`src/logic/smta_defines.vh`:
```
`ifndef SMTA_DEFINES_VH
`define SMTA_DEFINES_VH

// bus addresses and command bytes
`define SMTA_SLAVE_ADDR     7'h4c
`define SMTA_ARA_BYTE       8'h19
`define SMTA_GCALL_BYTE     8'h00
`define SMTA_GCALL_RESET    8'h06
`define SMTA_HS_CODE        5'h01

// read pointers
`define SMTA_RD_LOCAL       8'h00
`define SMTA_RD_REMOTE      8'h01
`define SMTA_RD_STATUS      8'h02
`define SMTA_RD_CONFIG      8'h03
`define SMTA_RD_RATE        8'h04
`define SMTA_RD_LHI         8'h05
`define SMTA_RD_LLO         8'h06
`define SMTA_RD_RHI         8'h07
`define SMTA_RD_RLO         8'h08
`define SMTA_RD_RTHLIM      8'h19
`define SMTA_RD_LTHLIM      8'h20
`define SMTA_RD_HYST        8'h21
`define SMTA_RD_CONSEC      8'h22

// write pointers
`define SMTA_WR_CONFIG      8'h09
`define SMTA_WR_RATE        8'h0a
`define SMTA_WR_LHI         8'h0b
`define SMTA_WR_LLO         8'h0c
`define SMTA_WR_RHI         8'h0d
`define SMTA_WR_RLO         8'h0e
`define SMTA_WR_ONE_SHOT    8'h0f
`define SMTA_WR_RTHLIM      8'h19
`define SMTA_WR_LTHLIM      8'h20
`define SMTA_WR_HYST        8'h21
`define SMTA_WR_CONSEC      8'h22

// configuration fields
`define SMTA_CFG_MASK_BIT   7
`define SMTA_CFG_SLEEP_BIT  6
`define SMTA_CFG_SEL_BIT    5

// reset values
`define SMTA_RST_CONFIG     8'h00
`define SMTA_RST_RATE       8'h08
`define SMTA_RST_HI         8'h55
`define SMTA_RST_LO         8'h00
`define SMTA_RST_THLIM      8'h55
`define SMTA_RST_HYST       8'h0a
`define SMTA_RST_CONSEC     8'h81

// deglitch lengths in ref_clk samples
`define SMTA_FILT_FS        3'd2
`define SMTA_FILT_HS        3'd1

`endif

```
`src/logic/smta_slave.v`:
```
`timescale 1ns/100ps
`include "smta_defines.vh"

////////////////////////////////////////////////////////////////////////////
// two-flop synchroniser plus agreement filter for one bus line
module smta_deglitch (
  // clock and reset
  input  wire       ref_clk,
  input  wire       reset,
  // line
  input  wire       raw_in,
  input  wire [2:0] filt_len,
  output reg        clean_q
);
  reg       s1_q;
  reg       s2_q;
  reg [2:0] cnt_q;

  always @(posedge ref_clk or posedge reset) begin
    if (reset) begin
      s1_q    <= 1'b1;
      s2_q    <= 1'b1;
      cnt_q   <= 3'h0;
      clean_q <= 1'b1;
    end else begin
      s1_q <= raw_in;
      s2_q <= s1_q;
      if (s2_q == clean_q) begin
        cnt_q <= 3'h0;
      end else if (cnt_q + 3'h1 >= filt_len) begin
        cnt_q   <= 3'h0;
        clean_q <= s2_q;
      end else begin
        cnt_q <= cnt_q + 3'h1;
      end
    end
  end
endmodule

////////////////////////////////////////////////////////////////////////////
// Operation
// - alert response byte while warning active: ack, send own address
// - returned address lsb is one for high violation, zero for low
// - arbitrate address bits; winner releases warning, loser keeps it
// - over-range low when either temperature passes its limit; unmaskable
// - over-range releases below limit minus hysteresis, default ten
// - configuration bit 5 picks pin 6 function; zero means early warning
// - second over-range mode uses ordinary high and low limits, hysteresis
// - early warning asserts after one to four consecutive violations
// - open remote diode also asserts early warning unless masked
// - configuration bit 7 set holds early warning inactive
// - warning clears on alert response only if cause ended, status cleared
// - diode fault keeps old remote result, sets status bit 2
// - master code not acknowledged; filters go high speed until stop
// - sleep finishes current conversion then idles; else converts
// - in sleep, write to pointer 0fh runs one conversion, data discarded
// - general call acked; second byte 06h resets all, aborts, releases
// - device answers seven-bit address 4ch plus direction bit
// - acknowledge on ninth clock; bytes eight bits msb first then ack
// - sda changes only while scl low; high-time change is start/stop
// - reads return register at last written pointer, which is retained
module smta_slave (
  // clock and reset
  input  wire       ref_clk,
  input  wire       reset,
  // bus pins
  input  wire       scl_in,
  input  wire       sda_in,
  output wire       sda_out,
  output reg        sda_oe,
  output reg        high_speed_bus_mode,
  // alarm pins, open drain
  output wire       overrange_out_n,
  output wire       overrange_oe,
  output wire       pin6_alarm_out_n,
  output wire       pin6_alarm_oe,
  // conversion engine
  input  wire [7:0] local_temp,
  input  wire [7:0] remote_temp,
  input  wire       diode_open,
  input  wire       conv_done,
  output reg        conv_start,
  output reg        conv_abort,
  output reg        conv_busy,
  output wire       sleep_request
);
  localparam [6:0] ST_IDLE = 7'h01;
  localparam [6:0] ST_ADDR = 7'h02;
  localparam [6:0] ST_AACK = 7'h04;
  localparam [6:0] ST_WBYT = 7'h08;
  localparam [6:0] ST_WACK = 7'h10;
  localparam [6:0] ST_RBYT = 7'h20;
  localparam [6:0] ST_RACK = 7'h40;

  ////////////////////////////////////////////////////////////////////////////
  // input conditioning and bus events
  wire       scl_f;
  wire       sda_f;
  reg        scl_p_q;
  reg        sda_p_q;
  wire [2:0] filt_len = high_speed_bus_mode ? `SMTA_FILT_HS : `SMTA_FILT_FS;

  smta_deglitch u_scl (.ref_clk(ref_clk), .reset(reset), .raw_in(scl_in),
                       .filt_len(filt_len), .clean_q(scl_f));
  smta_deglitch u_sda (.ref_clk(ref_clk), .reset(reset), .raw_in(sda_in),
                       .filt_len(filt_len), .clean_q(sda_f));

  always @(posedge ref_clk or posedge reset) begin
    if (reset) begin
      scl_p_q <= 1'b1;
      sda_p_q <= 1'b1;
    end else begin
      scl_p_q <= scl_f;
      sda_p_q <= sda_f;
    end
  end

  wire scl_rise = scl_f & ~scl_p_q;
  wire scl_fall = ~scl_f & scl_p_q;
  wire bus_start = scl_f & scl_p_q & sda_p_q & ~sda_f;
  wire bus_stop  = scl_f & scl_p_q & ~sda_p_q & sda_f;

  ////////////////////////////////////////////////////////////////////////////
  // registers and state
  reg  [6:0] state_q;
  reg  [3:0] bit_cnt_q;
  reg  [7:0] rx_sh_q;
  reg  [7:0] tx_sh_q;
  reg        first_byte_q;
  reg        gcall_q;
  reg        ara_q;
  reg        ara_won_q;
  reg        host_ack_q;
  reg  [7:0] pointer_q;
  reg  [7:0] config_q;
  reg  [7:0] rate_q;
  reg  [7:0] lhi_q;
  reg  [7:0] llo_q;
  reg  [7:0] rhi_q;
  reg  [7:0] rlo_q;
  reg  [7:0] rthlim_q;
  reg  [7:0] lthlim_q;
  reg  [7:0] hyst_q;
  reg  [7:0] consec_q;
  reg  [7:0] local_q;
  reg  [7:0] remote_q;
  reg  [6:0] flags_q;
  reg        soft_rst_q;
  reg        oneshot_q;
  reg        fault_seen_q;
  reg        eval_q;
  reg        overrange_out_n_q;
  reg        second_overrange_out_n_q;
  reg        alert_q;
  reg        alert_high_q;
  reg  [2:0] viol_cnt_q;
  reg  [7:0] rd_data;

  wire mask_en = config_q[`SMTA_CFG_MASK_BIT];
  wire sel_th2 = config_q[`SMTA_CFG_SEL_BIT];
  assign sleep_request = config_q[`SMTA_CFG_SLEEP_BIT];

  // read mux, write-only and unlisted pointers read zero
  always @* begin
    case (pointer_q)
      `SMTA_RD_LOCAL:  rd_data = local_q;
      `SMTA_RD_REMOTE: rd_data = remote_q;
      `SMTA_RD_STATUS: rd_data = {conv_busy, flags_q};
      `SMTA_RD_CONFIG: rd_data = config_q;
      `SMTA_RD_RATE:   rd_data = rate_q;
      `SMTA_RD_LHI:    rd_data = lhi_q;
      `SMTA_RD_LLO:    rd_data = llo_q;
      `SMTA_RD_RHI:    rd_data = rhi_q;
      `SMTA_RD_RLO:    rd_data = rlo_q;
      `SMTA_RD_RTHLIM: rd_data = rthlim_q;
      `SMTA_RD_LTHLIM: rd_data = lthlim_q;
      `SMTA_RD_HYST:   rd_data = hyst_q;
      `SMTA_RD_CONSEC: rd_data = consec_q;
      default:         rd_data = 8'h00;
    endcase
  end

  ////////////////////////////////////////////////////////////////////////////
  // slave state machine
  wire       byte_done  = (bit_cnt_q == 4'h8);
  wire       addr_match = (rx_sh_q[7:1] == `SMTA_SLAVE_ADDR);
  wire       ara_hit    = (rx_sh_q == `SMTA_ARA_BYTE) & alert_q & ~sel_th2;
  wire       gc_hit     = (rx_sh_q == `SMTA_GCALL_BYTE);
  wire       hs_hit     = (rx_sh_q[7:3] == `SMTA_HS_CODE);
  wire       wr_strobe  = (state_q == ST_WBYT) & scl_fall & byte_done;
  wire       status_rd  = (state_q == ST_AACK) & scl_fall & rx_sh_q[0] &
                          ~ara_q & (pointer_q == `SMTA_RD_STATUS);
  wire [7:0] ara_byte   = {`SMTA_SLAVE_ADDR, alert_high_q};

  assign sda_out = 1'b0;

  always @(posedge ref_clk or posedge reset) begin
    if (reset) begin
      state_q             <= ST_IDLE;
      bit_cnt_q           <= 4'h0;
      rx_sh_q             <= 8'h00;
      tx_sh_q             <= 8'hff;
      first_byte_q        <= 1'b0;
      gcall_q             <= 1'b0;
      ara_q               <= 1'b0;
      ara_won_q           <= 1'b0;
      host_ack_q          <= 1'b0;
      sda_oe              <= 1'b0;
      high_speed_bus_mode <= 1'b0;
    end else begin
      ara_won_q <= 1'b0;
      if (bus_stop) begin
        state_q             <= ST_IDLE;
        sda_oe              <= 1'b0;
        high_speed_bus_mode <= 1'b0;
      end else if (bus_start) begin
        state_q   <= ST_ADDR;
        bit_cnt_q <= 4'h0;
        sda_oe    <= 1'b0;
        ara_q     <= 1'b0;
        gcall_q   <= 1'b0;
      end else if (scl_rise) begin
        case (state_q)
          ST_ADDR, ST_WBYT: begin
            rx_sh_q   <= {rx_sh_q[6:0], sda_f};
            bit_cnt_q <= bit_cnt_q + 4'h1;
          end
          ST_RBYT: begin
            bit_cnt_q <= bit_cnt_q + 4'h1;
            // released a one but the line is low: another responder wins
            if (ara_q && tx_sh_q[7] && !sda_f) begin
              state_q <= ST_IDLE;
            end
          end
          ST_RACK:  host_ack_q <= ~sda_f;
          default:  state_q <= state_q;
        endcase
      end else if (scl_fall) begin
        case (state_q)
          ST_ADDR: begin
            if (byte_done) begin
              if (hs_hit) begin
                high_speed_bus_mode <= 1'b1;
                state_q             <= ST_IDLE;
              end else if (addr_match || ara_hit || gc_hit) begin
                ara_q   <= ara_hit & ~addr_match;
                gcall_q <= gc_hit;
                sda_oe  <= 1'b1;
                state_q <= ST_AACK;
              end else begin
                state_q <= ST_IDLE;
              end
            end
          end
          ST_AACK: begin
            bit_cnt_q    <= 4'h0;
            first_byte_q <= 1'b1;
            if (rx_sh_q[0]) begin
              tx_sh_q <= ara_q ? ara_byte : rd_data;
              sda_oe  <= ara_q ? ~ara_byte[7] : ~rd_data[7];
              state_q <= ST_RBYT;
            end else begin
              sda_oe  <= 1'b0;
              state_q <= ST_WBYT;
            end
          end
          ST_WBYT: begin
            if (byte_done) begin
              sda_oe  <= 1'b1;
              state_q <= ST_WACK;
            end
          end
          ST_WACK: begin
            sda_oe       <= 1'b0;
            bit_cnt_q    <= 4'h0;
            first_byte_q <= 1'b0;
            state_q      <= ST_WBYT;
          end
          ST_RBYT: begin
            if (byte_done) begin
              sda_oe  <= 1'b0;
              state_q <= ST_RACK;
            end else begin
              tx_sh_q <= {tx_sh_q[6:0], 1'b1};
              sda_oe  <= ~tx_sh_q[6];
            end
          end
          ST_RACK: begin
            bit_cnt_q <= 4'h0;
            if (ara_q) begin
              ara_won_q <= 1'b1;
              state_q   <= ST_IDLE;
            end else if (host_ack_q) begin
              tx_sh_q <= rd_data;
              sda_oe  <= ~rd_data[7];
              state_q <= ST_RBYT;
            end else begin
              state_q <= ST_IDLE;
            end
          end
          default: state_q <= ST_IDLE;
        endcase
      end
    end
  end

  ////////////////////////////////////////////////////////////////////////////
  // register file, general-call reset and one-shot
  always @(posedge ref_clk or posedge reset) begin
    if (reset) begin
      pointer_q  <= 8'h00;
      config_q   <= `SMTA_RST_CONFIG;
      rate_q     <= `SMTA_RST_RATE;
      lhi_q      <= `SMTA_RST_HI;
      llo_q      <= `SMTA_RST_LO;
      rhi_q      <= `SMTA_RST_HI;
      rlo_q      <= `SMTA_RST_LO;
      rthlim_q   <= `SMTA_RST_THLIM;
      lthlim_q   <= `SMTA_RST_THLIM;
      hyst_q     <= `SMTA_RST_HYST;
      consec_q   <= `SMTA_RST_CONSEC;
      soft_rst_q <= 1'b0;
      oneshot_q  <= 1'b0;
    end else begin
      soft_rst_q <= 1'b0;
      oneshot_q  <= 1'b0;
      if (soft_rst_q) begin
        pointer_q <= 8'h00;
        config_q  <= `SMTA_RST_CONFIG;
        rate_q    <= `SMTA_RST_RATE;
        lhi_q     <= `SMTA_RST_HI;
        llo_q     <= `SMTA_RST_LO;
        rhi_q     <= `SMTA_RST_HI;
        rlo_q     <= `SMTA_RST_LO;
        rthlim_q  <= `SMTA_RST_THLIM;
        lthlim_q  <= `SMTA_RST_THLIM;
        hyst_q    <= `SMTA_RST_HYST;
        consec_q  <= `SMTA_RST_CONSEC;
      end else if (wr_strobe && gcall_q) begin
        // other second bytes are acknowledged and dropped
        soft_rst_q <= first_byte_q & (rx_sh_q == `SMTA_GCALL_RESET);
      end else if (wr_strobe && first_byte_q) begin
        pointer_q <= rx_sh_q;
      end else if (wr_strobe) begin
        case (pointer_q)
          `SMTA_WR_CONFIG:   config_q  <= rx_sh_q;
          `SMTA_WR_RATE:     rate_q    <= rx_sh_q;
          `SMTA_WR_LHI:      lhi_q     <= rx_sh_q;
          `SMTA_WR_LLO:      llo_q     <= rx_sh_q;
          `SMTA_WR_RHI:      rhi_q     <= rx_sh_q;
          `SMTA_WR_RLO:      rlo_q     <= rx_sh_q;
          `SMTA_WR_ONE_SHOT: oneshot_q <= 1'b1;
          `SMTA_WR_RTHLIM:   rthlim_q  <= rx_sh_q;
          `SMTA_WR_LTHLIM:   lthlim_q  <= rx_sh_q;
          `SMTA_WR_HYST:     hyst_q    <= rx_sh_q;
          `SMTA_WR_CONSEC:   consec_q  <= rx_sh_q;
          default:           rate_q    <= rate_q;
        endcase
      end
    end
  end

  ////////////////////////////////////////////////////////////////////////////
  // conversion sequencing and result capture
  always @(posedge ref_clk or posedge reset) begin
    if (reset) begin
      conv_start   <= 1'b0;
      conv_abort   <= 1'b0;
      conv_busy    <= 1'b0;
      fault_seen_q <= 1'b0;
      local_q      <= 8'h00;
      remote_q     <= 8'h00;
      eval_q       <= 1'b0;
    end else begin
      conv_start <= 1'b0;
      conv_abort <= 1'b0;
      eval_q     <= 1'b0;
      if (soft_rst_q) begin
        conv_abort   <= conv_busy;
        conv_busy    <= 1'b0;
        fault_seen_q <= 1'b0;
        local_q      <= 8'h00;
        remote_q     <= 8'h00;
      end else if (conv_busy) begin
        fault_seen_q <= fault_seen_q | diode_open;
        if (conv_done) begin
          conv_busy <= 1'b0;
          eval_q    <= 1'b1;
          local_q   <= local_temp;
          if (!(fault_seen_q || diode_open)) begin
            remote_q <= remote_temp;
          end
        end
      end else if (!sleep_request || oneshot_q) begin
        // sleep only stops the next start, never cuts one short
        conv_start   <= 1'b1;
        conv_busy    <= 1'b1;
        fault_seen_q <= 1'b0;
      end
    end
  end

  ////////////////////////////////////////////////////////////////////////////
  // limit comparison, status flags and alarm pins
  wire       lhi_v  = local_q >= lhi_q;
  wire       llo_v  = local_q < llo_q;
  wire       rhi_v  = remote_q >= rhi_q;
  wire       rlo_v  = remote_q < rlo_q;
  wire       lth_v  = local_q >= lthlim_q;
  wire       rth_v  = remote_q >= rthlim_q;
  wire [8:0] l_up   = {1'b0, local_q} + {1'b0, hyst_q};
  wire [8:0] r_up   = {1'b0, remote_q} + {1'b0, hyst_q};
  wire [8:0] llo_up = {1'b0, llo_q} + {1'b0, hyst_q};
  wire [8:0] rlo_up = {1'b0, rlo_q} + {1'b0, hyst_q};
  wire       th_clr = (l_up < {1'b0, lthlim_q}) &
                      (r_up < {1'b0, rthlim_q});
  wire       t2_clr = (l_up < {1'b0, lhi_q}) & (r_up < {1'b0, rhi_q}) &
                      ({1'b0, local_q} >= llo_up) &
                      ({1'b0, remote_q} >= rlo_up);
  wire       viol   = lhi_v | llo_v | rhi_v | rlo_v;
  wire [2:0] need   = consec_q[3] ? 3'd4 : consec_q[2] ? 3'd3 :
                      consec_q[1] ? 3'd2 : 3'd1;
  wire [6:0] new_f  = {lhi_v, llo_v, rhi_v, rlo_v, fault_seen_q,
                       rth_v, lth_v};
  wire       cause_gone = ~viol & ~fault_seen_q & (flags_q == 7'h00);

  always @(posedge ref_clk or posedge reset) begin
    if (reset) begin
      flags_q      <= 7'h00;
      overrange_out_n_q      <= 1'b0;
      second_overrange_out_n_q     <= 1'b0;
      alert_q      <= 1'b0;
      alert_high_q <= 1'b0;
      viol_cnt_q   <= 3'd0;
    end else if (soft_rst_q) begin
      flags_q    <= 7'h00;
      overrange_out_n_q    <= 1'b0;
      second_overrange_out_n_q   <= 1'b0;
      alert_q    <= 1'b0;
      viol_cnt_q <= 3'd0;
    end else begin
      // a fresh result landing on a status read still sets its flag
      flags_q <= (status_rd ? 7'h00 : flags_q) | (eval_q ? new_f : 7'h00);
      if (eval_q) begin
        if (lth_v || rth_v) begin
          overrange_out_n_q <= 1'b1;
        end else if (th_clr) begin
          overrange_out_n_q <= 1'b0;
        end
        if (viol) begin
          second_overrange_out_n_q <= 1'b1;
        end else if (t2_clr) begin
          second_overrange_out_n_q <= 1'b0;
        end
        viol_cnt_q <= viol ? ((viol_cnt_q < need) ? viol_cnt_q + 3'd1
                                                  : viol_cnt_q)
                           : 3'd0;
        if ((viol && viol_cnt_q + 3'd1 >= need) || fault_seen_q) begin
          alert_q      <= 1'b1;
          alert_high_q <= lhi_v | rhi_v;
        end else if (ara_won_q && cause_gone) begin
          // a result landing on the clear cycle must not swallow the clear
          alert_q <= 1'b0;
        end
      end else if (ara_won_q && cause_gone) begin
        alert_q <= 1'b0;
      end
    end
  end

  // pin 6 follows the selected function; mask only gates the warning
  wire pin6_drive = sel_th2 ? second_overrange_out_n_q : (alert_q & ~mask_en);

  assign overrange_oe     = overrange_out_n_q;
  assign overrange_out_n  = ~overrange_out_n_q;
  assign pin6_alarm_oe    = pin6_drive;
  assign pin6_alarm_out_n = ~pin6_drive;

endmodule

```
`config.mk`:
```
export PLATFORM = sky130hd
export DESIGN_NAME = smta_slave
export DESIGN_NICKNAME = d
export VERILOG_FILES = /design/src/logic/smta_slave.v
export VERILOG_INCLUDE_DIRS = /design/src /design/src/logic
export SDC_FILE = /design/constraint.sdc
export NUM_CORES = 1
export LEC_CHECK = 0
export BUFFER_PORTS_ARGS = -buffer_cell sky130_fd_sc_hd__buf_4
export CELL_PAD_IN_SITES_DETAIL_PLACEMENT = 1
export CELL_PAD_IN_SITES_GLOBAL_PLACEMENT = 2
export CORE_MARGIN = 3
export CORE_UTILIZATION = 41
export CTS_CLUSTER_SIZE = 12
export DETAILED_ROUTE_END_ITERATION = 12
export GPL_ROUTABILITY_DRIVEN = 0
export MAX_ROUTING_LAYER = met4
export PLACE_DENSITY = 0.85
export SLEW_MARGIN = 20
export SYNTH_ARGS = -nofsm -noshare
export SYNTH_HDL_FRONTEND = slang
export SYNTH_HIERARCHICAL = 1
export SYNTH_SLANG_ARGS = --single-unit
```
`constraint.sdc`:
```
create_clock -name ref_clk -period 6.5 [get_ports ref_clk]
set_input_delay 1.3 -clock ref_clk [delete_from_list [all_inputs] [get_ports ref_clk]]
set_output_delay 1.3 -clock ref_clk [all_outputs]
set_load 0.01 [all_outputs]
```
### Word level (Yosys, flattened, before mapping)

Cells that the tools add are included.

| operators by class | value |
|---|---|
| add/subtract/negate cells | 8 |
| magnitude comparators | 16 |
| eq/ne operators | 57 |
| muxes and demuxes | 177 |
| bitwise operators | 50 |
| reductions and logical operators | 81 |

Operator list:

| operator | number |
|---|---|
| $mux W8 | 65 |
| $pmux W8 S13 | 1 |
| $mux W7 | 12 |
| $mux W1 | 73 |
| $eq A8 B4 Y1 const B | 8 |
| $reduce_and A4 Y1 | 13 |
| $reduce_bool A2 Y1 | 24 |
| $pmux W7 S6 | 1 |
| $eq A8 B3 Y1 const B | 5 |
| $add A8 B8 Y9 | 4 |
| $lt A9 B8 Y1 | 4 |
| $mux W3 | 11 |
| $ge A8 B8 Y1 | 4 |
| $and A1 B1 Y1 | 24 |
| $eq A8 B6 Y1 const B | 3 |
| $ne A4 B4 Y1 const B | 6 |
| $pmux W8 S3 | 1 |
| $reduce_bool A3 Y1 | 7 |
| $mux W4 | 5 |
| $not A1 Y1 | 20 |
| $ge A8 B9 Y1 | 2 |
| $mux W6 | 3 |
| $reduce_and A9 Y1 | 2 |
| $eq A8 B2 Y1 const B | 2 |
| 42 further kinds | 89 |

| storage, ports and cells | value |
|---|---|
| register bits | 173 |
| output and inout port bits | 11 |
| word-level logic and storage cells | 436 |

### Depth between registers and ports, before layout

Gate-level depths: netlist of run 1.

| logic depth | value |
|---|---|
| word-level depth | 13 |
| gate-level depth with buffers | 15 |
| gate-level depth less buffers | 15 |

### Modules after synthesis

Netlist of run 1, hierarchy kept.

Modules (own cells, without submodules):

| module | times used | cells an instance | area each (um^2) | sequential area each (um^2) |
|---|---|---|---|---|
| smta_slave | 1 | 1226 | 11503.5 | 4068.9 |
| smta_deglitch | 2 | 25 | 295.3 | 153.9 |

### Least setup slack after synthesis of run 1

OpenSTA, ideal clock, no wires.

| timing | value |
|---|---|
| path type | flip-flop to flip-flop |
| start point | register hyst_q[1] |
| end point | register second_overrange_out_n_q |
| setup time | 143 ps |
| arrival | 3069 ps |
| data required time | 6357 ps |
| setup slack | 3287 ps |
| stages on the path, launching flop included | 15 |
| path buffers | 0 |
| clock period less this slack | 3213 ps |
| cell sequence | dfstp_2 inv_1 fa_1 nor2b_1 o21ai_0 a21boi_0 o21a_1 nor2_1 xnor2_1 ha_1 o21ai_0 a21oi_1 or3_1 nor4_1 o32ai_1 |

| between the ends | value |
|---|---|
| cells in the longest elaborated chain, start to end | 7 |
| elaborated cells between the ends (all ways) | 13 |

RTL lines:

| what | RTL line | text |
|---|---|---|
| start: declaration | smta_slave.v:143 | `reg [7:0] hyst_q;` |
| start signal: assignment | smta_slave.v:320 | `` hyst_q <= `SMTA_RST_HYST; `` |
| start signal: assignment | smta_slave.v:337 | `` hyst_q <= `SMTA_RST_HYST; `` |
| start signal: assignment | smta_slave.v:355 | `` `SMTA_WR_HYST: hyst_q <= rx_sh_q; `` |
| $add A8 B8 Y9, on equally long branches | smta_slave.v:411, smta_slave.v:412 |  |
| $lt A9 B8 Y1 | smta_slave.v:417 | `wire t2_clr = (l_up < {1'b0, lhi_q}) & (r_up < {1'b0, rhi_q}) &` |
| $and A1 B1 Y1 (2 in series) | smta_slave.v:417 |  |
| $and A1 B1 Y1 (*) | smta_slave.v:418 | `({1'b0, local_q} >= llo_up) &` |
| $reduce_bool A3 Y1 (no line) (*) | - |  |
| $reduce_and A2 Y1 (no line) (*) | - |  |
| end signal: assignment | smta_slave.v:431 | `second_overrange_out_n_q <= 1'b0;` |
| end signal: assignment | smta_slave.v:438 | `second_overrange_out_n_q <= 1'b0;` |
| end signal: assignment | smta_slave.v:451 | `second_overrange_out_n_q <= 1'b1;` |
| end: declaration | smta_slave.v:153 | `reg second_overrange_out_n_q;` |

Mark *: on every way between the ends. The rest lies on a longest branch, timed or not.
A chain may end at the register's enable or synchronous reset.

### Worst setup path after layout of run 1

Ends and elaborated chain as after synthesis.

==> results.toml, run 1 <==
[routing]
drt-total-wl_um = 40600
dr.pass1.iters = 5
drt_iter0_drc = 891
wire_per_inst_um = 24.2
via_per_inst = 6.01
post-route-drc-count = 0
vias = 10100
ant_nets = 0

[clock_tree]
clk_latency_ns = 0.44
clk_pin_slew_ns = 0.08
clock-sinks = 173
cts_resized = 0
postCtsSetupBuffers = 0
h-tree-depth = 4
root_buffer = "clkbuf_16"
cts_buffers = 17
cts.hold.buffers_added = 0
cts_tree = "yes"
cts.path.max_buffers = 2

[synth]
seq_area_frac_synth_pct = 36.2
ys_warn_count = 6
netlist.area_leader.share_pct = 27.9
yosys.area.top_type = "dfrtp_1"
synth.area.top_cells = "dfrtp_1, ha_1, mux2i_1"
async_flop_share_pct = 100
ys_ff_latch = 173
syn_inst = 1276
synth_area_um2 = 12100
synthFlopType = "dfrtp_1"
synth_cell_types = 74
synth_edf_count = 0
synth_area_per_cell_um2 = 9.48

[setup_path]
cp_data_required_time_ns = 6.77
cp.arrival_ns = 3.94
r2r_end = "second_overrange_out_n_q"
end_kind = "flip-flop"
startpoint_type = "flip-flop"
rrSetupSlack_ns = 2.83
critPathMaxFanout = 7
crit_type = "flip-flop to flip-flop"
rr_worst_depth = 14
r2r_start = "hyst_q[1]"

[power_and_ir_drop]
switching_share_pct = 33.3
power_density_nw_per_um2 = 248
irDropWorstVdd_mv = 0.227
clock_power_share_pct = 34.5
pwr-share-comb_pct = 25.6
seqPwrFrac_pct = 39.9
p_switching_mw = 1.10
p_leak_nw = 5.72
power.total_mw = 3.30
p_int_mw = 2.20

[cells_and_area]
fillers = 3300
syn2layout_area_growth_pct = 10.1
antennaDiodeCount = 0
fin_util_pct = 46.1
drive_gt1_share_pct = 11.9
fin_nets = 1451

[timing]
worstMarginPinSlew_ns = 1.20
fmax_ghz = 0.272
fin_crit_ns = 3.67
finalSetupViolCount = 0
setup_tns_ns = 0
finalHoldViolations = 0
finClkSkew_ns = 0.0117
post-route-period-util_pct = 56.5
grt_setup_unrepaired = "no"
slew_viol_final = 0
relSlewSlack_pct = 19.1

[global_route]
antenna_found_initial = 0
grt_pass1_vias = 10400
grt_max_degree = 75
grt_pass1_wl_um = 62900
grtUsageTotal_pct = 27.2
grt_overflow_total = 0

[status]
outcome = "finished, final reports clean"

[die]
die_width_um = 178
row_count = 62
ios = 33
start_util_pct = 41.9
dieArea_um2 = 31600
core_area_um2 = 28900
fp.dieH_um = 178

[worst_hold_path]
hold_depth = 0
min_from = "u_sda/s1_q"
hold_path_end = "u_sda/s2_q"
hold_class = "flip-flop to flip-flop"

[placement]
io_buffer_count = 31
post-dp-hpwl_um = 29900

[run]
timing.max_cap.violations = 0
==> state kept, by name (all words and copies together), names as in the netlist, 8 cells and up <==
| name | cells |
|---|---|
| tx_sh_q | 8 |
| rlo_q | 8 |
| consec_q | 8 |
| lthlim_q | 8 |
| rate_q | 8 |
| rx_sh_q | 8 |
| rhi_q | 8 |
| pointer_q | 8 |
| config_q | 8 |
| rthlim_q | 8 |
| llo_q | 8 |
| lhi_q | 8 |
| hyst_q | 8 |
| local_q | 8 |
| remote_q | 8 |
==> power groups by stage <==
stage	Clock, mW	Combinational (mW)	Sequential, mW
5_1_grt	1.20	0.976	1.33
3_5_place_dp	0	0.843	1.33
2_1_floorplan	0	0.618	1.25
6_report	1.14	0.845	1.32
3_3_place_gp	0	0.807	1.33
4_1_cts	1.15	0.849	1.32
==> worst max-delay path, cell delays in order (launching register included) <==
cell	delay [ns]
dfstp_2	0.64
inv_1	0.17
fa_1	0.48
nor2b_1	0.11
o21ai_0	0.11
a21boi_0	0.33
o21a_1	0.16
nor2_1	0.05
xnor2_1	0.22
ha_1	0.27
o21ai_0	0.23
a21oi_1	0.07
or3_1	0.37
nor4_1	0.19
o32ai_1	0.11
==> per-layer routing <==
metal	wire, um	GRT usage [%]	vias to the layer above	part of all wire (%)
met1	18700	37.5	5157	46
met3	2130	3.83	62	5.2
met5	0	-	-	0
met2	18400	41.3	275	45
li1	-	-	4602	-
met4	1290	8.87	0	3.2
==> placed cells by master (no fill, tap or decap), types with 5 or more instances in the layout <==
cell type and instances:
nand2b_1 23, ha_1 142, a22oi_1 9, nor2_1 126, nand4_1 8, a21o_1 28, inv_1 81, a31oi_1 10
and2_1 8, a22o_1 7, buf_4 40, xor2_1 15, o2111ai_1 5, a211oi_1 17, o21ai_1 7, mux2i_1 104
clkinvlp_4 5, nor2b_1 20, mux4_2 5, bufinv_16 5, dfstp_2 38, or3_1 9, o22ai_1 5, o211ai_1 22
a21oi_1 57, nand2_1 95, nand3_1 19, nor4_1 9, nor2_2 5, o21a_1 7, dfrtp_1 133, clkbuf_16 17
o21ai_0 68, nor3_1 22, xnor2_1 16, mux2_2 14, o32ai_1 6
==> through the flow <==
| stage | worst slack [ns] | instances | instance area [um2] | hold slack [ns] |
|---|---|---|---|---|
| floorplan | 0.905 | 1278 | 12100 | 0.345 |
| global placement | 2.96 | 1648 | 12700 | 0.346 |
| detailed placement | 2.86 | 1648 | 12700 | 0.347 |
| CTS | 2.86 | 1680 | 13300 | 0.356 |
| global route | 2.50 | 1680 | 13300 | 0.360 |
| finish | 2.83 | 1680 | 13300 | 0.356 |
==> cells in the mapped netlist (all sizes together) (6+ instances only) <==
| cell | number |
|---|---|
| nor4 | 9 |
| nor3 | 26 |
| dfstp | 38 |
| o21a | 7 |
| nor2b | 22 |
| mux2i | 104 |
| a31oi | 10 |
| nand4 | 8 |
| buf | 19 |
| inv | 82 |
| a22o | 7 |
| nor2 | 131 |
| xnor2 | 16 |
| nand2b | 23 |
| ha | 142 |
| o32ai | 6 |
| o21ai | 79 |
| dfrtp | 135 |
| xor2 | 15 |
| a21oi | 59 |
| nand3 | 19 |
| o211ai | 22 |
| a211oi | 17 |
| and2 | 8 |
| mux2 | 16 |
| a21o | 28 |
| or3 | 9 |
| nand2 | 95 |
| a22oi | 9 |
| clkbuf | 35 |
==> kinds of logic (layout without fill, tap and decap cells) <==
family	Yosys count	after routing	synth area share [%]
compound gates	282	282	15.1
xor+xnor	31	31	2.24
fa+ha+maj	146	146	15.4
buf+inv	137	155	4.46
flops	173	173	36.2
mux	125	125	11.0
other cells	1	3	0.0310
simple gates	381	381	15.6
==> worst max-delay path by stage <==
stage	from	end	slack [ns]	depth (start not counted)
6_report	hyst_q[1]	second_overrange_out_n_q	2.83	14
5_1_grt	hyst_q[1]	second_overrange_out_n_q	2.50	14
4_1_cts	hyst_q[1]	second_overrange_out_n_q	2.86	14
3_5_place_dp	hyst_q[1]	second_overrange_out_n_q	2.86	14
3_3_place_gp	hyst_q[1]	second_overrange_out_n_q	2.96	14
2_1_floorplan	reset	alert_high_q	0.90	1
==> layout make-up <==
cell class / instances / area, um2 / area share (%)
clock buffer: 17 / 425 / 3.20
clock inverter: 15 / 220 / 1.65
inverter: 83 / 317 / 2.38
multi-input combinational: 968 / 7190 / 54.0
sequential: 173 / 4380 / 32.9
tap: 384 / 480 / 3.61
timing repair buffer: 40 / 300 / 2.26
Power figures use the tool's default switching activity.
==> run 2: changes to the inputs <==
Settings changed: CORE_UTILIZATION 41 to 37, PLACE_DENSITY 0.85 to 0.81.
Clock period 6.5 ns to 3.2 ns, I/O delays scaled along.
==> run 2 against run 1 <==
Against the previous run: the run now ends with negative setup slack left; largest power group unchanged; sequential power is 93% higher; critical endpoint unchanged; via count up 2.9%; hold slack got worse by 0.22 ns; core utilization down 1.7 points; sequential share of layout area down 2.0 points; die area grew 10%; routed wire length is 5.5% higher.
==> results.toml, run 2 (same netlist as run 1, synthesis figures left out) <==
[placement]
post-dp-hpwl_um = 32100
dp_cells = 1773
pre_cts_slack_ns = -0.250
placed_area_um2 = 13300
io_buffer_count = 31

[cells_and_area]
fin_cells = 1816
fin_nets = 1535
final_area_um2 = 14200
drive_gt1_share_pct = 19.3
most-common-layout-cells = "ha_1, dfrtp_1, nor2_1, buf_4, mux2i_1"
fin_util_pct = 44.4
syn2layout_area_growth_pct = 17.2
final_common_cell = "ha_1"

[power_and_ir_drop]
p_int_mw = 4.63
seqPwrFrac_pct = 36.7
pwr-share-comb_pct = 30.1
p_leak_nw = 6.18
clock_power_share_pct = 33.2
switching_share_pct = 33.4
irDropWorstVdd_mv = 0.375
power_density_nw_per_um2 = 491
p_switching_mw = 2.32

[routing]
vias = 10400
post-route-drc-count = 0
dr.max_layer_used = "met4"
route.met3.wl_um = 2110
wl_met1_um = 19300
drt-total-wl_um = 42800
drt_iter0_drc = 611
dr_wl_met2_um = 20100
via_per_inst = 5.72
dr.pass1.iters = 5
ant_nets = 0
wire_per_inst_um = 23.6

[die]
row_count = 65
core_area_um2 = 31900
ios = 33
dieArea_um2 = 34900
die_width_um = 187
fp.dieH_um = 187
start_util_pct = 37.9

[run]
timing.max_cap.violations = 0

[timing]
finClkSkew_ns = 0.0142
finalHoldViolations = 0
post-route-period-util_pct = 103
fin_ws_ns = -0.0916
fmax_ghz = 0.304
fin_crit_ns = 3.29
grt_setup_unrepaired = "yes"
worstMarginPinSlew_ns = 0.967
setup_tns_ns = -0.115
finalSetupViolCount = 2
relSlewSlack_pct = 35.2
slew_viol_final = 0

[status]
outcome = "complete, but fails checks"
violations = "negative setup slack"

[global_route]
grt_max_degree = 65
grt_pass1_wl_um = 65400
grtUsageTotal_pct = 25.1
antenna_found_initial = 1
grt_pass1_vias = 10800
grt_overflow_total = 0

[setup_path]
end_kind = "flip-flop"
critPathMaxFanout = 4
cp-startpoint = "hyst_q[1]"
startpoint_type = "flip-flop"
r2r_start = "hyst_q[1]"
crit_type = "flip-flop to flip-flop"
cp.arrival_ns = 3.60
cp_data_required_time_ns = 3.51

[clock_tree]
clock-sinks = 173
cts_buffers = 17
cts_tree = "yes"
clk_latency_ns = 0.44
cts.path.max_buffers = 2
h-tree-depth = 4
root_buffer = "clkbuf_16"
clk_pin_slew_ns = 0.07

[worst_hold_path]
hold_class = "input port to async pin"
run 2: final cells by class:
type / instances / area [um2]
inverter: 83 / 319
fill: 3660 / 17700
multi-input combinational: 968 / 7310
clock buffer: 22 / 484
antenna: 1 / 2.50
timing repair buffer: 124 / 972
tap: 435 / 544
clock inverter: 10 / 159
sequential: 173 / 4380
run 2: worst paths after layout:
kind	end	cells after the start	slack (ns)
setup / recovery	second_overrange_out_n_q	14	-0.09
max in group asynchronous	lthlim_q[6]	3	2.05
setup reg to reg	second_overrange_out_n_q	14	-0.09
hold / removal	u_scl/cnt_q[1]	2	0.13
hold reg to reg	u_scl/s2_q	0	0.36
min in group ref_clk	u_sda/s1_q	1	0.31
run 2: power groups by stage:
| stage | logic [mW] | registers (mW) | clock network [mW] |
|---|---|---|---|
| floorplan | 1.26 | 2.54 | 0 |
| global placement | 1.91 | 2.59 | 0 |
| detailed placement | 2.00 | 2.59 | 0 |
| CTS | 2.06 | 2.55 | 2.35 |
| global route | 2.34 | 2.57 | 2.44 |
| finish | 2.10 | 2.55 | 2.31 |
run 2: layer usage:
layer | global-route usage [%] | vias to the layer above
met4 | 8.26 | 0
li1 | - | 4750
met3 | 3.79 | 62
met1 | 33.0 | 5286
met2 | 39.7 | 288
met5 | - | -
run 2: critical path: stages (launching register included):
cell and delay (ns):
dfstp_2 0.57, clkinvlp_4 0.20, fa_2 0.40, nor2b_1 0.14, o21ai_1 0.10, a21boi_1 0.21
o21a_1 0.14, nor2_1 0.04, xnor2_1 0.20, ha_1 0.28, o21ai_2 0.18, a21oi_2 0.06
or3_1 0.39, nor4_2 0.15, o32ai_1 0.10
run 2: stage by stage:
step                hold WS [ns]  total power, mW
CTS                        0.122             6.96
floorplan                  0.345             3.80
global placement           0.346             4.50
global route               0.136             7.34
finish                     0.133             6.95
detailed placement         0.347             4.59
run 2: what timing repair did:
action                                  4_1_cts  5_1_grt
endpoints found under the setup margin        2        2
hold buffers                                  0        0
buffers inserted                              3        7
gates resized for setup                      30       15
pin swaps                                     6        6
==> run 3: changes to the inputs <==
Settings changed: SYNTH_HIERARCHICAL 1 to default.
==> run 3 against run 2 <==
Against the previous run: the run still ends with negative setup slack left; cell count up 2.6%; sequential share of layout area decreased by 0.15 points; clock power decreased by 13%; routed wire length is 3.7% higher; critical endpoint unchanged; largest power group unchanged; highest routed layer unchanged.
==> results.toml, run 3 <==
[routing]
vias = 10900
via_per_inst = 5.84
ant_nets = 0
drt_iter0_drc = 813
post-route-drc-count = 0
dr.pass1.iters = 6
wire_per_inst_um = 23.8
drt-total-wl_um = 44400

[placement]
pre_cts_slack_ns = -0.232
post-dp-hpwl_um = 33700
io_buffer_count = 31

[timing]
fin_ws_ns = -0.0484
finalSetupViolCount = 1
relSlewSlack_pct = 30.4
finalHoldViolations = 0
finClkSkew_ns = 0.0100
post-route-period-util_pct = 102
grt_setup_unrepaired = "yes"
fmax_ghz = 0.308
fin_crit_ns = 3.25
setup_tns_ns = -0.0484
slew_viol_final = 0
worstMarginPinSlew_ns = 1.04

[setup_path]
crit_type = "flip-flop to flip-flop"
startpoint_type = "flip-flop"
cp-startpoint = "hyst_q[1]"
r2r_start = "hyst_q[1]"
rrSetupSlack_ns = -0.05
cp_data_required_time_ns = 3.53
end_kind = "flip-flop"
critPathMaxFanout = 4
cp.arrival_ns = 3.58

[synth]
ys_warn_count = 0
synth.area.top_cells = "dfrtp_1, ha_1, dfstp_2"
netlist.area_leader.share_pct = 27.4
yosys.area.top_type = "dfrtp_1"
synthTopCellsByCount = "nand2_1, ha_1, dfrtp_1"
ys_ff_latch = 173
async_flop_share_pct = 100
synth_edf_count = 0
synth_cell_types = 86
synth_area_um2 = 12300
synth.most_common_cell = "nand2_1"
synthFlopType = "dfrtp_1"
syn_inst = 1332
synth_area_per_cell_um2 = 9.25
seq_area_frac_synth_pct = 35.5

[global_route]
grt_pass1_vias = 11400
antenna_found_initial = 0
grtUsageTotal_pct = 25.9
grt_pass1_wl_um = 68400
grt_max_degree = 97
grt_overflow_total = 0

[cells_and_area]
syn2layout_area_growth_pct = 15.4
fin_nets = 1574
antennaDiodeCount = 0
drive_gt1_share_pct = 17.4
final_common_cell = "nand2_1"
most-common-layout-cells = "nand2_1, ha_1, dfrtp_1, buf_4, nor2_1"

[clock_tree]
cts.path.max_buffers = 2
root_buffer = "clkbuf_16"
clk_pin_slew_ns = 0.07
h-tree-depth = 4
clk_latency_ns = 0.44
cts_tree = "yes"
clock-sinks = 173
cts_buffers = 17

[power_and_ir_drop]
irDropWorstVdd_mv = 0.353
power_density_nw_per_um2 = 470
p_leak_nw = 6.80

[status]
violations = "negative setup slack"
outcome = "complete, but fails checks"

[die]
dieArea_um2 = 35500
ios = 33
start_util_pct = 37.7
fp.dieH_um = 189
row_count = 66
die_width_um = 189
core_area_um2 = 32700

[worst_hold_path]
hold_class = "input port to async pin"

[run]
timing.max_cap.violations = 0
run 3: critical path: stages (launching register included):
cell	delay [ns]
dfstp_2	0.57
ha_1	0.24
a21o_1	0.19
a21oi_2	0.17
nor2b_1	0.07
o21a_1	0.20
o41ai_2	0.25
xnor2_1	0.18
ha_1	0.29
a221oi_2	0.24
o311ai_1	0.15
nor4_2	0.24
a31oi_1	0.13
a211o_1	0.23
run 3: cell families (layout without fill, tap and decap cells):
family,count (synthesis),after routing,share of synthesized area (%)
AO/OA/AOI/OAI,314,314,17.5
XOR/XNOR,30,30,2.13
adder cells (fa/ha/maj),144,144,14.9
buffers and inverters,140,227,4.59
flip-flops,173,173,35.5
multiplexers,85,85,7.22
other,1,3,0.0304
AND/OR/NAND/NOR,445,445,18.2
run 3: final timing paths:
kind                                            end  depth (start not counted)
setup / recovery           second_overrange_out_n_q                         13
hold / removal                             rlo_q[4]                          2
setup reg to reg           second_overrange_out_n_q                         13
hold reg to reg                          u_scl.s2_q                          0
max in group asynchronous                conv_start                          3
min in group ref_clk                     u_scl.s1_q                          1
run 3: power by group:
part	switching, mW	internal, mW	leakage [nW]
clock network	0.875	1.14	0.262
registers	0.197	2.34	2.16
logic	1.22	0.904	4.38
run 3: area by class of cell:
cell class	instances	area (um2)
fill	3759	18500
timing repair buffer	118	948
sequential	173	4380
multi-input combinational	1021	7510
clock buffer	24	452
tap	442	553
clock inverter	8	95.1
inverter	77	293
run 3: layer usage:
metal	vias to the layer above	GRT usage [%]	routed length [um]
li1	4975	-	-
met1	5500	32.7	19300
met2	301	42.9	21600
met3	107	3.01	1830
met4	0	9.80	1660
met5	-	-	0
run 3: metrics by stage:
stage	utilization [%]	power [mW]	std cells	area (um2)	hold WS (ns)
after detailed placement	41.4	4.65	1826	13500	0.349
after CTS	43.3	6.70	1860	14100	0.181
after floorplan	-	3.83	1334	12300	0.345
after global routing	43.5	7.10	1863	14200	0.197
after global placement	41.4	4.57	1826	13500	0.346
final	43.5	6.69	1863	14200	0.189
run 3: timing repair:
item                                    in CTS  in global routing
pin swaps                                   11                 10
resized for setup                           13                 13
hold buffers                                 0                  0
setup buffers                                2                  3
endpoints found under the setup margin       2                  2
